$ cat src/dtc_params.svh
/*
 Register offsets, field positions, reset values and timing counts of the
 dual timer/counter block. Assumes inclusion by its bare name only.
*/
`ifndef DTC_PARAMS_SVH
`define DTC_PARAMS_SVH

// Register byte addresses on the 32-bit bus
`define DTC_OFS_CTRL      12'h088
`define DTC_OFS_T0_HIGH   12'h08C
`define DTC_OFS_MODE      12'h090
`define DTC_OFS_T0_LOW    12'h094
`define DTC_OFS_T1_HIGH   12'h098
`define DTC_OFS_T1_LOW    12'h09C
`define DTC_OFS_IRQ_STAT  12'h0A0
`define DTC_OFS_IRQ_MASK  12'h0A4
`define DTC_OFS_VECT_ACK  12'h0A8

// Control register bit positions
`define DTC_B_TF1 7
`define DTC_B_TR1 6
`define DTC_B_TF0 5
`define DTC_B_TR0 4
`define DTC_B_IE1 3
`define DTC_B_IT1 2
`define DTC_B_IE0 1
`define DTC_B_IT0 0

// Mode register bit positions, per timer nibble
`define DTC_B_TIMER_ONE_PIN_GATING 7
`define DTC_B_SRC1  6
`define DTC_B_TIMER_ZERO_PIN_GATING 3
`define DTC_B_SRC0  2

// Status, mask and acknowledge bit positions
`define DTC_S_T0  0
`define DTC_S_T1  1
`define DTC_S_X0  2
`define DTC_S_X1  3

// Reset values
`define DTC_RST_CTRL  8'h00
`define DTC_RST_MODE  8'h00
`define DTC_RST_COUNT 8'h00

// Peripheral cycle in system clocks: the internal count rate
`define DTC_PER_DIV   3'h6

// Bus responses
`define DTC_RESP_OKAY   2'h0
`define DTC_RESP_SLVERR 2'h2

`endif

$ cat src/dtc_pkg.sv
/*
 Types of the dual timer/counter block.
 Assumes dtc_params.svh is compiled alongside.
*/
package dtc_pkg;
   typedef enum logic [1:0] {
      DTC_M13   = 2'b00,
      DTC_M16   = 2'b01,
      DTC_M8AR  = 2'b10,
      DTC_MSPLT = 2'b11
   } dtc_mode_type;
endpackage

$ cat src/dtc_pin_sync.sv
/*
 Three-stage pin synchroniser with agreement filter.
 Assumes an asynchronous pin input and the system clock domain.
*/
`timescale 1ns/1ps
`default_nettype none
module dtc_pin_sync (
   // Clock and reset
   input  wire logic clk,
   input  wire logic rst,
   // Pin and filtered level
   input  wire logic pin_in,
   output var  logic level_q
);
   logic s1_q;
   logic s2_q;
   logic s3_q;

   always_ff @(posedge clk) begin
      if (rst) begin
         s1_q <= 1'b1;
         s2_q <= 1'b1;
         s3_q <= 1'b1;
      end else begin
         s1_q <= pin_in;
         s2_q <= s1_q;
         s3_q <= s2_q;
      end
   end

   // Level only moves once two later stages agree
   always_ff @(posedge clk) begin
      if (rst) begin
         level_q <= 1'b1;
      end else if (s2_q == s3_q) begin
         level_q <= s2_q;
      end
   end
endmodule
`default_nettype wire

$ cat src/dtc_top.sv
/*
 Dual timer/counter with external interrupt flags behind an AXI4-Lite slave.
 Assumes pins idle high, one master, one write and one read at a time.
*/
// Function
// - Overflow sets control flags, bits 5 and 7
// - Vector acknowledge clears timer overflow flag
// - Timer 0 counts only while run bit 4; in mode three its high byte counts on run bit 6
// - Timer 1 counts only while run bit 6, or whenever timer 0 is in mode three
// - Type zero: low pin level requests
// - Type one: falling pin edge requests
// - Detected condition sets external interrupt flag
// - Edge flag cleared when interrupt processed
// - Source zero counts divided system clock
// - Source one counts count pin falls
// - Mode one is cascaded 16-bit counter
// - Mode two reloads low from high
// - Mode and timer 0 high reset zero
// - Gating needs run and high pin
// - Mode zero: 5-bit prescaler, 8-bit high
// - Timer 0 mode three splits bytes
// - Timer 1 mode three holds count
`timescale 1ns/1ps
`default_nettype none
`include "dtc_params.svh"
module dtc_top import dtc_pkg::*; (
   // Clock and reset
   input  wire logic        CLK_SYS,
   input  wire logic        SYS_RST,
   // AXI4-Lite write
   input  wire logic [11:0] AWADDR,
   input  wire logic        AWVALID,
   output logic             AWREADY,
   input  wire logic [31:0] WDATA,
   input  wire logic [3:0]  WSTRB,
   input  wire logic        WVALID,
   output logic             WREADY,
   output logic [1:0]       BRESP,
   output logic             BVALID,
   input  wire logic        BREADY,
   // AXI4-Lite read
   input  wire logic [11:0] ARADDR,
   input  wire logic        ARVALID,
   output logic             ARREADY,
   output logic [31:0]      RDATA,
   output logic [1:0]       RRESP,
   output logic             RVALID,
   input  wire logic        RREADY,
   // Pins
   input  wire logic        COUNT_PIN_ZERO,
   input  wire logic        COUNT_PIN_ONE,
   input  wire logic        EXT_IRQ_ZERO_PIN,
   input  wire logic        EXT_IRQ_ONE_PIN,
   // Interrupt
   output logic             IRQ
);
   logic        awready_q, wready_q, bvalid_q, arready_q, rvalid_q, irq_q;
   logic        aw_hold_q, w_hold_q, wstrb0_q;
   logic [11:0] awaddr_q;
   logic [7:0]  wdata_q;
   logic [1:0]  bresp_q, rresp_q;
   logic [7:0]  rdata_q;
   logic        tf0_q, tf1_q, tr0_q, tr1_q, ie0_q, ie1_q, it0_q, it1_q;
   logic [7:0]  mode_q, th0_q, tl0_q, th1_q, tl1_q;
   logic [3:0]  stat_q, mask_q;
   logic [2:0]  div_q;
   logic        tick;
   logic        cp0_lvl, cp1_lvl, xi0_lvl, xi1_lvl;
   logic        cp0_smp_q, cp1_smp_q, xi0_prev_q, xi1_prev_q;

   assign AWREADY = awready_q;
   assign WREADY  = wready_q;
   assign BVALID  = bvalid_q;
   assign BRESP   = bresp_q;
   assign ARREADY = arready_q;
   assign RVALID  = rvalid_q;
   assign RRESP   = rresp_q;
   assign RDATA   = {24'h000000, rdata_q};
   assign IRQ     = irq_q;

   function automatic logic mapped(input logic [11:0] a);
      mapped = (a == `DTC_OFS_CTRL) || (a == `DTC_OFS_T0_HIGH) || (a == `DTC_OFS_MODE) ||
               (a == `DTC_OFS_T0_LOW) || (a == `DTC_OFS_T1_HIGH) || (a == `DTC_OFS_T1_LOW) ||
               (a == `DTC_OFS_IRQ_STAT) || (a == `DTC_OFS_IRQ_MASK) ||
               (a == `DTC_OFS_VECT_ACK);
   endfunction

   // One count step: {overflow, high, low}
   function automatic logic [16:0] tmr_step(input dtc_mode_type m,
                                            input logic [7:0] th,
                                            input logic [7:0] tl);
      logic [15:0] w;
      begin
         w = {th, tl} + 16'h0001;
         case (m)
            DTC_M13: begin
               if (tl[4:0] == 5'h1F) begin
                  tmr_step = {th == 8'hFF, th + 8'h01, tl[7:5], 5'h00};
               end else begin
                  tmr_step = {1'b0, th, tl[7:5], tl[4:0] + 5'h01};
               end
            end
            DTC_M16: tmr_step = {&{th, tl}, w};
            DTC_M8AR: begin
               if (tl == 8'hFF) begin
                  tmr_step = {1'b1, th, th};
               end else begin
                  tmr_step = {1'b0, th, tl + 8'h01};
               end
            end
            default: tmr_step = {&tl, th, tl + 8'h01};
         endcase
      end
   endfunction

   // Pin conditioning
   dtc_pin_sync u_cp0 (.clk(CLK_SYS), .rst(SYS_RST), .pin_in(COUNT_PIN_ZERO),   .level_q(cp0_lvl));
   dtc_pin_sync u_cp1 (.clk(CLK_SYS), .rst(SYS_RST), .pin_in(COUNT_PIN_ONE),    .level_q(cp1_lvl));
   dtc_pin_sync u_xi0 (.clk(CLK_SYS), .rst(SYS_RST), .pin_in(EXT_IRQ_ZERO_PIN), .level_q(xi0_lvl));
   dtc_pin_sync u_xi1 (.clk(CLK_SYS), .rst(SYS_RST), .pin_in(EXT_IRQ_ONE_PIN),  .level_q(xi1_lvl));

   // Bus write channel
   logic wr_do;
   logic [11:0] wa;
   assign wr_do = aw_hold_q && w_hold_q && !bvalid_q;
   assign wa    = awaddr_q;

   always_ff @(posedge CLK_SYS) begin
      if (SYS_RST) begin
         aw_hold_q <= 1'b0;
         awready_q <= 1'b0;
         awaddr_q  <= 12'h000;
      end else if (AWVALID && awready_q) begin
         aw_hold_q <= 1'b1;
         awready_q <= 1'b0;
         awaddr_q  <= {AWADDR[11:2], 2'b00};
      end else if (wr_do) begin
         aw_hold_q <= 1'b0;
      end else if (!aw_hold_q && !bvalid_q) begin
         awready_q <= 1'b1;
      end
   end

   always_ff @(posedge CLK_SYS) begin
      if (SYS_RST) begin
         w_hold_q <= 1'b0;
         wready_q <= 1'b0;
         wdata_q  <= 8'h00;
         wstrb0_q <= 1'b0;
      end else if (WVALID && wready_q) begin
         w_hold_q <= 1'b1;
         wready_q <= 1'b0;
         wdata_q  <= WDATA[7:0];
         wstrb0_q <= WSTRB[0];
      end else if (wr_do) begin
         w_hold_q <= 1'b0;
      end else if (!w_hold_q && !bvalid_q) begin
         wready_q <= 1'b1;
      end
   end

   always_ff @(posedge CLK_SYS) begin
      if (SYS_RST) begin
         bvalid_q <= 1'b0;
         bresp_q  <= `DTC_RESP_OKAY;
      end else if (wr_do) begin
         bvalid_q <= 1'b1;
         bresp_q  <= mapped(wa) ? `DTC_RESP_OKAY : `DTC_RESP_SLVERR;
      end else if (bvalid_q && BREADY) begin
         bvalid_q <= 1'b0;
      end
   end

   // Byte write strobes per register; upper lanes carry nothing
   logic we_ctrl, we_mode, we_th0, we_tl0, we_th1, we_tl1, we_stat, we_mask, we_ack;
   assign we_ctrl = wr_do && wstrb0_q && (wa == `DTC_OFS_CTRL);
   assign we_mode = wr_do && wstrb0_q && (wa == `DTC_OFS_MODE);
   assign we_th0  = wr_do && wstrb0_q && (wa == `DTC_OFS_T0_HIGH);
   assign we_tl0  = wr_do && wstrb0_q && (wa == `DTC_OFS_T0_LOW);
   assign we_th1  = wr_do && wstrb0_q && (wa == `DTC_OFS_T1_HIGH);
   assign we_tl1  = wr_do && wstrb0_q && (wa == `DTC_OFS_T1_LOW);
   assign we_stat = wr_do && wstrb0_q && (wa == `DTC_OFS_IRQ_STAT);
   assign we_mask = wr_do && wstrb0_q && (wa == `DTC_OFS_IRQ_MASK);
   assign we_ack  = wr_do && wstrb0_q && (wa == `DTC_OFS_VECT_ACK);

   logic ack_t0, ack_t1, ack_x0, ack_x1;
   assign ack_t0 = we_ack && wdata_q[`DTC_S_T0];
   assign ack_t1 = we_ack && wdata_q[`DTC_S_T1];
   assign ack_x0 = we_ack && wdata_q[`DTC_S_X0];
   assign ack_x1 = we_ack && wdata_q[`DTC_S_X1];

   // Peripheral cycle tick and count pin sampling
   always_ff @(posedge CLK_SYS) begin
      if (SYS_RST) begin
         div_q <= 3'h0;
      end else if (div_q == `DTC_PER_DIV - 3'h1) begin
         div_q <= 3'h0;
      end else begin
         div_q <= div_q + 3'h1;
      end
   end
   assign tick = (div_q == `DTC_PER_DIV - 3'h1);

   always_ff @(posedge CLK_SYS) begin
      if (SYS_RST) begin
         cp0_smp_q <= 1'b1;
         cp1_smp_q <= 1'b1;
      end else if (tick) begin
         cp0_smp_q <= cp0_lvl;
         cp1_smp_q <= cp1_lvl;
      end
   end

   // Count enables and steps
   dtc_mode_type m0, m1;
   logic t0_split, inc0, inc1, run0, run1, t1_hold;
   logic [16:0] st0, st1, sth;
   logic ovf0, ovf1, ovfh;
   assign m0       = dtc_mode_type'(mode_q[1:0]);
   assign m1       = dtc_mode_type'(mode_q[5:4]);
   assign t0_split = (m0 == DTC_MSPLT);
   assign t1_hold  = (m1 == DTC_MSPLT);
   assign run0     = tr0_q && (!mode_q[`DTC_B_TIMER_ZERO_PIN_GATING] || xi0_lvl);
   assign run1     = t0_split || (tr1_q && (!mode_q[`DTC_B_TIMER_ONE_PIN_GATING] || xi1_lvl));
   assign inc0     = run0 && (mode_q[`DTC_B_SRC0] ? (tick && cp0_smp_q && !cp0_lvl) : tick);
   assign inc1     = run1 && !t1_hold &&
                     (mode_q[`DTC_B_SRC1] ? (tick && cp1_smp_q && !cp1_lvl) : tick);
   assign st0      = tmr_step(m0, th0_q, tl0_q);
   assign st1      = tmr_step(m1, th1_q, tl1_q);
   assign sth      = tmr_step(DTC_MSPLT, 8'h00, th0_q);
   assign ovf0     = inc0 && st0[16];
   assign ovf1     = inc1 && st1[16] && !t0_split;
   assign ovfh     = t0_split && tr1_q && tick && sth[16];

   // Timer 0 count bytes; a software write beats a count step
   always_ff @(posedge CLK_SYS) begin
      if (SYS_RST) begin
         th0_q <= `DTC_RST_COUNT;
         tl0_q <= `DTC_RST_COUNT;
      end else begin
         if (we_th0) begin
            th0_q <= wdata_q;
         end else if (t0_split) begin
            if (tr1_q && tick) begin
               th0_q <= sth[7:0];
            end
         end else if (inc0) begin
            th0_q <= st0[15:8];
         end
         if (we_tl0) begin
            tl0_q <= wdata_q;
         end else if (inc0) begin
            tl0_q <= st0[7:0];
         end
      end
   end

   always_ff @(posedge CLK_SYS) begin
      if (SYS_RST) begin
         th1_q <= `DTC_RST_COUNT;
         tl1_q <= `DTC_RST_COUNT;
      end else begin
         if (we_th1) begin
            th1_q <= wdata_q;
         end else if (inc1) begin
            th1_q <= st1[15:8];
         end
         if (we_tl1) begin
            tl1_q <= wdata_q;
         end else if (inc1) begin
            tl1_q <= st1[7:0];
         end
      end
   end

   always_ff @(posedge CLK_SYS) begin
      if (SYS_RST) begin
         mode_q <= `DTC_RST_MODE;
      end else if (we_mode) begin
         mode_q <= wdata_q;
      end
   end

   // Control register; hardware set wins over a clearing write or acknowledge
   logic x0_fall, x1_fall;
   assign x0_fall = xi0_prev_q && !xi0_lvl;
   assign x1_fall = xi1_prev_q && !xi1_lvl;

   always_ff @(posedge CLK_SYS) begin
      if (SYS_RST) begin
         {tf1_q, tr1_q, tf0_q, tr0_q, ie1_q, it1_q, ie0_q, it0_q} <= `DTC_RST_CTRL;
         xi0_prev_q <= 1'b1;
         xi1_prev_q <= 1'b1;
      end else begin
         xi0_prev_q <= xi0_lvl;
         xi1_prev_q <= xi1_lvl;
         if (we_ctrl) begin
            tr0_q <= wdata_q[`DTC_B_TR0];
            tr1_q <= wdata_q[`DTC_B_TR1];
            it0_q <= wdata_q[`DTC_B_IT0];
            it1_q <= wdata_q[`DTC_B_IT1];
         end
         if (ovf0) begin
            tf0_q <= 1'b1;
         end else if (we_ctrl) begin
            tf0_q <= wdata_q[`DTC_B_TF0];
         end else if (ack_t0) begin
            tf0_q <= 1'b0;
         end
         if (ovf1 || ovfh) begin
            tf1_q <= 1'b1;
         end else if (we_ctrl) begin
            tf1_q <= wdata_q[`DTC_B_TF1];
         end else if (ack_t1) begin
            tf1_q <= 1'b0;
         end
         if (!it0_q) begin
            ie0_q <= !xi0_lvl;
         end else if (x0_fall) begin
            ie0_q <= 1'b1;
         end else if (we_ctrl) begin
            ie0_q <= wdata_q[`DTC_B_IE0];
         end else if (ack_x0) begin
            ie0_q <= 1'b0;
         end
         if (!it1_q) begin
            ie1_q <= !xi1_lvl;
         end else if (x1_fall) begin
            ie1_q <= 1'b1;
         end else if (we_ctrl) begin
            ie1_q <= wdata_q[`DTC_B_IE1];
         end else if (ack_x1) begin
            ie1_q <= 1'b0;
         end
      end
   end

   // Sticky status, mask and interrupt line
   logic [3:0] ev;
   assign ev = {it1_q ? x1_fall : !xi1_lvl, it0_q ? x0_fall : !xi0_lvl, ovf1 || ovfh, ovf0};

   always_ff @(posedge CLK_SYS) begin
      if (SYS_RST) begin
         stat_q <= 4'h0;
         mask_q <= 4'h0;
         irq_q  <= 1'b0;
      end else begin
         stat_q <= ev | (stat_q & ~(we_stat ? wdata_q[3:0] : 4'h0));
         if (we_mask) begin
            mask_q <= wdata_q[3:0];
         end
         irq_q <= |(stat_q & mask_q);
      end
   end

   // Read channel: one cycle from address to data
   logic [7:0] ctrl_v;
   assign ctrl_v = {tf1_q, tr1_q, tf0_q, tr0_q, ie1_q, it1_q, ie0_q, it0_q};

   always_ff @(posedge CLK_SYS) begin
      if (SYS_RST) begin
         arready_q <= 1'b0;
         rvalid_q  <= 1'b0;
         rdata_q   <= 8'h00;
         rresp_q   <= `DTC_RESP_OKAY;
      end else if (ARVALID && arready_q) begin
         arready_q <= 1'b0;
         rvalid_q  <= 1'b1;
         rresp_q   <= mapped({ARADDR[11:2], 2'b00}) ? `DTC_RESP_OKAY : `DTC_RESP_SLVERR;
         case ({ARADDR[11:2], 2'b00})
            `DTC_OFS_CTRL:     rdata_q <= ctrl_v;
            `DTC_OFS_T0_HIGH:  rdata_q <= th0_q;
            `DTC_OFS_MODE:     rdata_q <= mode_q;
            `DTC_OFS_T0_LOW:   rdata_q <= tl0_q;
            `DTC_OFS_T1_HIGH:  rdata_q <= th1_q;
            `DTC_OFS_T1_LOW:   rdata_q <= tl1_q;
            `DTC_OFS_IRQ_STAT: rdata_q <= {4'h0, stat_q};
            `DTC_OFS_IRQ_MASK: rdata_q <= {4'h0, mask_q};
            default:           rdata_q <= 8'h00;
         endcase
      end else if (rvalid_q && RREADY) begin
         rvalid_q <= 1'b0;
      end else if (!rvalid_q) begin
         arready_q <= 1'b1;
      end
   end

   // Checks
   a_ovf0_sets_flag: assert property (@(posedge CLK_SYS) disable iff (SYS_RST) ovf0 |=> tf0_q) else $error("timer 0 overflow lost");
   a_ack_clears_tf0: assert property (@(posedge CLK_SYS) disable iff (SYS_RST) ack_t0 && !ovf0 && !we_ctrl |=> !tf0_q) else $error("acknowledge did not clear");
   a_run0_holds: assert property (@(posedge CLK_SYS) disable iff (SYS_RST) !tr0_q && !we_tl0 |=> $stable(tl0_q)) else $error("timer 0 moved while stopped");
   a_run1_holds: assert property (@(posedge CLK_SYS) disable iff (SYS_RST) !tr1_q && !t0_split && !we_tl1 |=> $stable(tl1_q)) else $error("timer 1 moved while stopped");
   a_level_follow: assert property (@(posedge CLK_SYS) disable iff (SYS_RST) !it0_q |=> ie0_q == !$past(xi0_lvl)) else $error("level flag wrong");
   a_edge_sets: assert property (@(posedge CLK_SYS) disable iff (SYS_RST) it1_q && x1_fall |=> ie1_q) else $error("edge flag not set");
   a_reload_low: assert property (@(posedge CLK_SYS) disable iff (SYS_RST) m0 == DTC_M8AR && ovf0 && !we_tl0 && !we_th0 |=> tl0_q == th0_q) else $error("reload missed");
   a_t1_hold: assert property (@(posedge CLK_SYS) disable iff (SYS_RST) t1_hold && !we_th1 && !we_tl1 |=> $stable({th1_q, tl1_q})) else $error("timer 1 not held");
   a_gate_blocks: assert property (@(posedge CLK_SYS) disable iff (SYS_RST) mode_q[`DTC_B_TIMER_ZERO_PIN_GATING] && !xi0_lvl && !we_tl0 |=> $stable(tl0_q)) else $error("gate ignored");
   a_irq_line: assert property (@(posedge CLK_SYS) disable iff (SYS_RST) ##1 IRQ == |($past(stat_q) & $past(mask_q))) else $error("interrupt line wrong");
   c_t0_overflow: cover property (@(posedge CLK_SYS) disable iff (SYS_RST) ovf0);
   c_split_high: cover property (@(posedge CLK_SYS) disable iff (SYS_RST) ovfh);
   c_edge_ack: cover property (@(posedge CLK_SYS) disable iff (SYS_RST) ie1_q && it1_q ##1 ack_x1);
endmodule
`default_nettype wire

$ cat config.mk
export PLATFORM = sky130hd
export DESIGN_NAME = dtc_top
export DESIGN_NICKNAME = d
export VERILOG_FILES = /design/src/dtc_pkg.sv /design/src/dtc_pin_sync.sv /design/src/dtc_top.sv
export VERILOG_INCLUDE_DIRS = /design/src
export SDC_FILE = /design/constraint.sdc
export NUM_CORES = 1
export LEC_CHECK = 0
export BUFFER_PORTS_ARGS = -buffer_cell sky130_fd_sc_hd__buf_4
export CAP_MARGIN = 10
export CORE_ASPECT_RATIO = 1.1
export CORE_MARGIN = 4
export CORE_UTILIZATION = 49
export CTS_CLUSTER_DIAMETER = 60
export DETAILED_ROUTE_END_ITERATION = 7
export PLACE_DENSITY = 0.71
export RECOVER_POWER = 100
export SYNTH_ARGS = -nofsm -noshare
export SYNTH_HDL_FRONTEND = slang
export SYNTH_HIERARCHICAL = 1
export SYNTH_SLANG_ARGS = --single-unit
$ cat constraint.sdc
create_clock -name CLK_SYS -period 5.2 [get_ports CLK_SYS]
set_input_delay 1.04 -clock CLK_SYS [delete_from_list [all_inputs] [get_ports CLK_SYS]]
set_output_delay 1.04 -clock CLK_SYS [all_outputs]
set_load 0.02 [all_outputs]
==> impl_metrics.tcl <==
set metrics [dict create \
    outcome "finished, violations left" \
    violations "max-capacitance violations, max-slew violations" \
    yosysSeqAreaShare_pct 36.14 \
    grt.total_usage_pct 22.46 \
    hold_buffers 0 \
    dp.cells 959 \
    design.core.area_um2 12750 \
    floorplan.rows 43 \
    start_util_pct 50.39 \
    place.gp.congestion 0.9301 \
    critPathLaunchType "input pin" \
    final-hold-violation-count 0 \
    route.final.wire_length_um 17220 \
    dominantRegCellSynth "sky130_fd_sc_hd__dfxtp_1" \
    cp_slowest_cell "sky130_fd_sc_hd__nor3_1" \
    tritoncts_clock_tree "done" \
    synthDominantCellAreaShare_pct 36.14 \
    netlist-cell-type-count 79 \
    finish.cell_count_without_fillers 989 \
    dr_total_vias 5997 \
    min_delay_worst_endpoint "u_cp1/s2_q" \
    critPathRequiredTime_ps 5530 \
    fillers 1193 \
    yosysWarningCount 6 \
    ff2ff_setup_slack_ps 2300 \
    critPathKind "input pin to register" \
    maximum_number_of_pins_on_one_net_before_global_route_repair 72 \
    cp_max_fo 12 \
    die_span_in_x_um 117.2 \
    fin_area_um2 7171 \
    ctsRootBufferMaster "sky130_fd_sc_hd__clkbuf_16" \
    critical_path_depth 7 \
    maxSlewHeadroom_pct -15.54 \
    dpl-instance-area_um2 6729 \
    rsz0062_at_grt "no" \
    post_drt_via_cell_ratio 6.064 \
    antenna_violating_nets_post_route 0 \
    cpMostUsedCell "sky130_fd_sc_hd__o21ai_0" \
    clock_path_buffers 2 \
    vdd.ir_drop.worst_mv 0.1891 \
    postLayoutCoreUtil_pct 56.24 \
    finalWorstSetupSlack_ps 2040 \
    clk_transition_reported_paths_ps 50 \
    drt_drc_violations_left 0 \
    postSynth.asyncResetShare_pct 0 \
    post_cts_resize_count 0 \
    timing.final.max_slew_violations 46 \
    critPathTopFamily "simple AND/OR/NAND/NOR gates" \
    crit-reg2reg-capture "th1_q[3]" \
    die_area_um2 15010 \
    worst_slew_pin_slew_ps 1733 \
    critical_path.max_stage_delay_ps 910 \
    preCtsSetupSlack_ps 2115 \
    cts_buffers 17 \
    insertion_delay_ps 410 \
    setup_tns_ps 0 \
    synth.ff_latch_count 116 \
    totalPowerFinal_mw 2.190 \
    syn-cell-area_um2 6425 \
    ff_latch_area_um2 2322 \
    number_of_flops_mapped_to_enable_cells_by_yosys 0 \
    io_buffer_count 55 \
    worstRegToRegCells 9 \
    cp.arrival_ps 3490 \
    hold_start "u_cp1/s1_q" \
    multiInputGateArea_um2 3649 \
    synth_area_leaders "sky130_fd_sc_hd__dfxtp_1 (36%), sky130_fd_sc_hd__nand2_1 (7.2%), sky130_fd_sc_hd__a21oi_1 (5.9%), sky130_fd_sc_hd__mux2i_1 (5.0%), sky130_fd_sc_hd__nor2_1 (3.3%)" \
    chipHeight_um 128.1 \
    area_growth_pct 11.61 \
    boundaryPins 113 \
    max_capacitance_violation_count 1 \
    hold_ws_ps 402.5 \
    grt_antenna_before_repair 0 \
    max_freq_mhz 316.4 \
    period_share_pct 60.77 \
    timing.clock.skew_ps 5.954 \
    cp.buffers_inverters 1 \
    final-setup-viol-count 0 \
    diodes 0 \
    wire_length_of_the_first_global_routing_pass_um 26680 \
    tritoncts_num_sinks 116 \
    synthCells 789 \
    min_path_cells 1 \
    via_count_of_the_first_global_routing_pass 5373 \
    worst_setup_path_end_kind "register" \
    detail_route.first_pass.iterations 5 \
    gr-total-overflow 0 \
    htree_levels 4 \
    layout-drive-gt1-share_pct 11.54 \
    syn-mean-instance-area_um2 8.143 \
    post_cts_buffers 0 \
    cp_cell_sequence "clkbuf_4 -> or4b_1 -> nor3_1 -> nand3_1 -> o21ai_0 -> a221oi_1 -> o21ai_0" \
    reg2reg_from "tl1_q[0]" \
    drt-wirelength-per-cell_um 17.41 \
    leakagePower_nw 2.608 \
    final_nets 900 \
    min-delay-path-class "register to register" \
    detailed_place_hpwl_um 12020 \
    drt_iter0_markers 464 \
    post-route-min-period_ps 3160 \
    power_density_nw_per_um2 305.4 \
    synth.largest_area_cell "sky130_fd_sc_hd__dfxtp_1" \
]
## flip-flops by register name, indices dropped and copies added, names as in the netlist, 3 cells and up
register	count
awaddr_q	10
th0_q	8
rdata_q	8
th1_q	8
stat_q	4
tl1_q	8
div_q	3
wdata_q	8
mask_q	4
tl0_q	8
mode_q	8
## layer usage
metal / track usage, % / wire length (µm) / vias to the layer above
met5: 0 / 0 / -
met4: 10.39 / 566 / 0
met3: 4.249 / 1497 / 45
met2: 35.69 / 7932 / 295
met1: 29.22 / 7222 / 2794
li1: - / - / 2863
## kinds of logic (layout without fill, tap and decap cells)
group	Yosys count	count (layout)	share of synthesized area (%)
AO/OA/AOI/OAI	210	210	21.85
XOR/XNOR	7	7	0.9543
adder cells (fa/ha/maj)	8	8	1.558
buffers and inverters	86	104	7.439
flip-flops	116	116	36.14
multiplexers	34	34	5.336
other	1	26	0.05837
AND/OR/NAND/NOR	327	327	26.66
## cell usage in the layout (no fill, tap or decap), types with 4 or more instances in the layout
| master | instances |
|---|---|
| sky130_fd_sc_hd__o22ai_1 | 12 |
| sky130_fd_sc_hd__clkinvlp_4 | 4 |
| sky130_fd_sc_hd__mux2i_1 | 32 |
| sky130_fd_sc_hd__and4_1 | 6 |
| sky130_fd_sc_hd__inv_1 | 17 |
| sky130_fd_sc_hd__a22oi_1 | 7 |
| sky130_fd_sc_hd__a211oi_1 | 10 |
| sky130_fd_sc_hd__nor2b_1 | 4 |
| sky130_fd_sc_hd__conb_1 | 26 |
| sky130_fd_sc_hd__or3_1 | 6 |
| sky130_fd_sc_hd__ha_1 | 8 |
| sky130_fd_sc_hd__o211ai_1 | 13 |
| sky130_fd_sc_hd__buf_4 | 39 |
| sky130_fd_sc_hd__a211oi_2 | 5 |
| sky130_fd_sc_hd__nor3_1 | 22 |
| sky130_fd_sc_hd__a221oi_1 | 9 |
| sky130_fd_sc_hd__o21ai_0 | 36 |
| sky130_fd_sc_hd__and3_1 | 12 |
| sky130_fd_sc_hd__dfxtp_1 | 116 |
| sky130_fd_sc_hd__a31oi_1 | 4 |
| sky130_fd_sc_hd__nand2_1 | 124 |
| sky130_fd_sc_hd__a21o_1 | 4 |
| sky130_fd_sc_hd__nor2_1 | 56 |
| sky130_fd_sc_hd__clkbuf_16 | 17 |
| sky130_fd_sc_hd__a21oi_1 | 76 |
| sky130_fd_sc_hd__nor3b_1 | 5 |
| sky130_fd_sc_hd__xnor2_1 | 4 |
| sky130_fd_sc_hd__clkbuf_1 | 18 |
| sky130_fd_sc_hd__nand3_1 | 22 |
| sky130_fd_sc_hd__or2_1 | 12 |
| sky130_fd_sc_hd__and2_1 | 4 |
| sky130_fd_sc_hd__nand4_1 | 9 |
| sky130_fd_sc_hd__nand2b_1 | 15 |
## worst max-delay path by stage
stage               startpoint         end  slack, ps
detailed placement   ARADDR[6]  rdata_q[0]       2120
floorplan            ARADDR[6]  rdata_q[4]       2710
global route         ARADDR[6]  rdata_q[0]       1900
CTS                  ARADDR[6]  rdata_q[0]       2540
global placement     ARADDR[6]  rdata_q[0]       2250
finish               ARADDR[6]  rdata_q[1]       2040
## worst register-to-register path, cell delays in order, from the launching register on
cell and delay (ps):
sky130_fd_sc_hd__dfxtp_1 440, sky130_fd_sc_hd__ha_1 220, sky130_fd_sc_hd__nand3_1 160, sky130_fd_sc_hd__inv_1 150, sky130_fd_sc_hd__ha_1 240, sky130_fd_sc_hd__o21bai_1 120
sky130_fd_sc_hd__nor3_1 730, sky130_fd_sc_hd__a21oi_1 150, sky130_fd_sc_hd__or3b_2 510, sky130_fd_sc_hd__o31ai_1 70
## synthesized netlist by cell type (7+ instances only)
cell type and number:
sky130_fd_sc_hd__clkbuf_1 28, sky130_fd_sc_hd__dfxtp_1 116, sky130_fd_sc_hd__buf_2 7, sky130_fd_sc_hd__buf_4 27, sky130_fd_sc_hd__inv_1 17, sky130_fd_sc_hd__o22ai_1 12
sky130_fd_sc_hd__o21ai_0 33, sky130_fd_sc_hd__mux2i_1 32, sky130_fd_sc_hd__a221oi_1 9, sky130_fd_sc_hd__nand2_1 124, sky130_fd_sc_hd__or2_1 12, sky130_fd_sc_hd__a21oi_1 76
sky130_fd_sc_hd__nor2_1 56, sky130_fd_sc_hd__a22oi_1 7, sky130_fd_sc_hd__nor3_2 7, sky130_fd_sc_hd__a211oi_2 7, sky130_fd_sc_hd__ha_1 8, sky130_fd_sc_hd__nand3_1 22
sky130_fd_sc_hd__and3_1 12, sky130_fd_sc_hd__nand4_1 8, sky130_fd_sc_hd__o211ai_1 12, sky130_fd_sc_hd__nand2b_1 15, sky130_fd_sc_hd__a211oi_1 8, sky130_fd_sc_hd__nor3_1 18
## area by class of cell
type / instances / area share [%]
Clock buffer: 21 / 6.561
Tap cell: 157 / 2.739
Timing Repair Buffer: 57 / 5.078
Clock inverter: 9 / 1.466
Sequential cell: 116 / 32.39
Inverter: 17 / 0.8899
Multi-Input combinational cell: 612 / 50.88
## power by group
group / switching, mW / total [mW] / leakage [nW] / internal (mW)
Clock: 0.402 / 1.14 / 0.273 / 0.734
Combinational: 0.0750 / 0.119 / 1.39 / 0.0438
Sequential: 0.0265 / 0.935 / 0.941 / 0.909
Power figures use the tool's default switching activity.
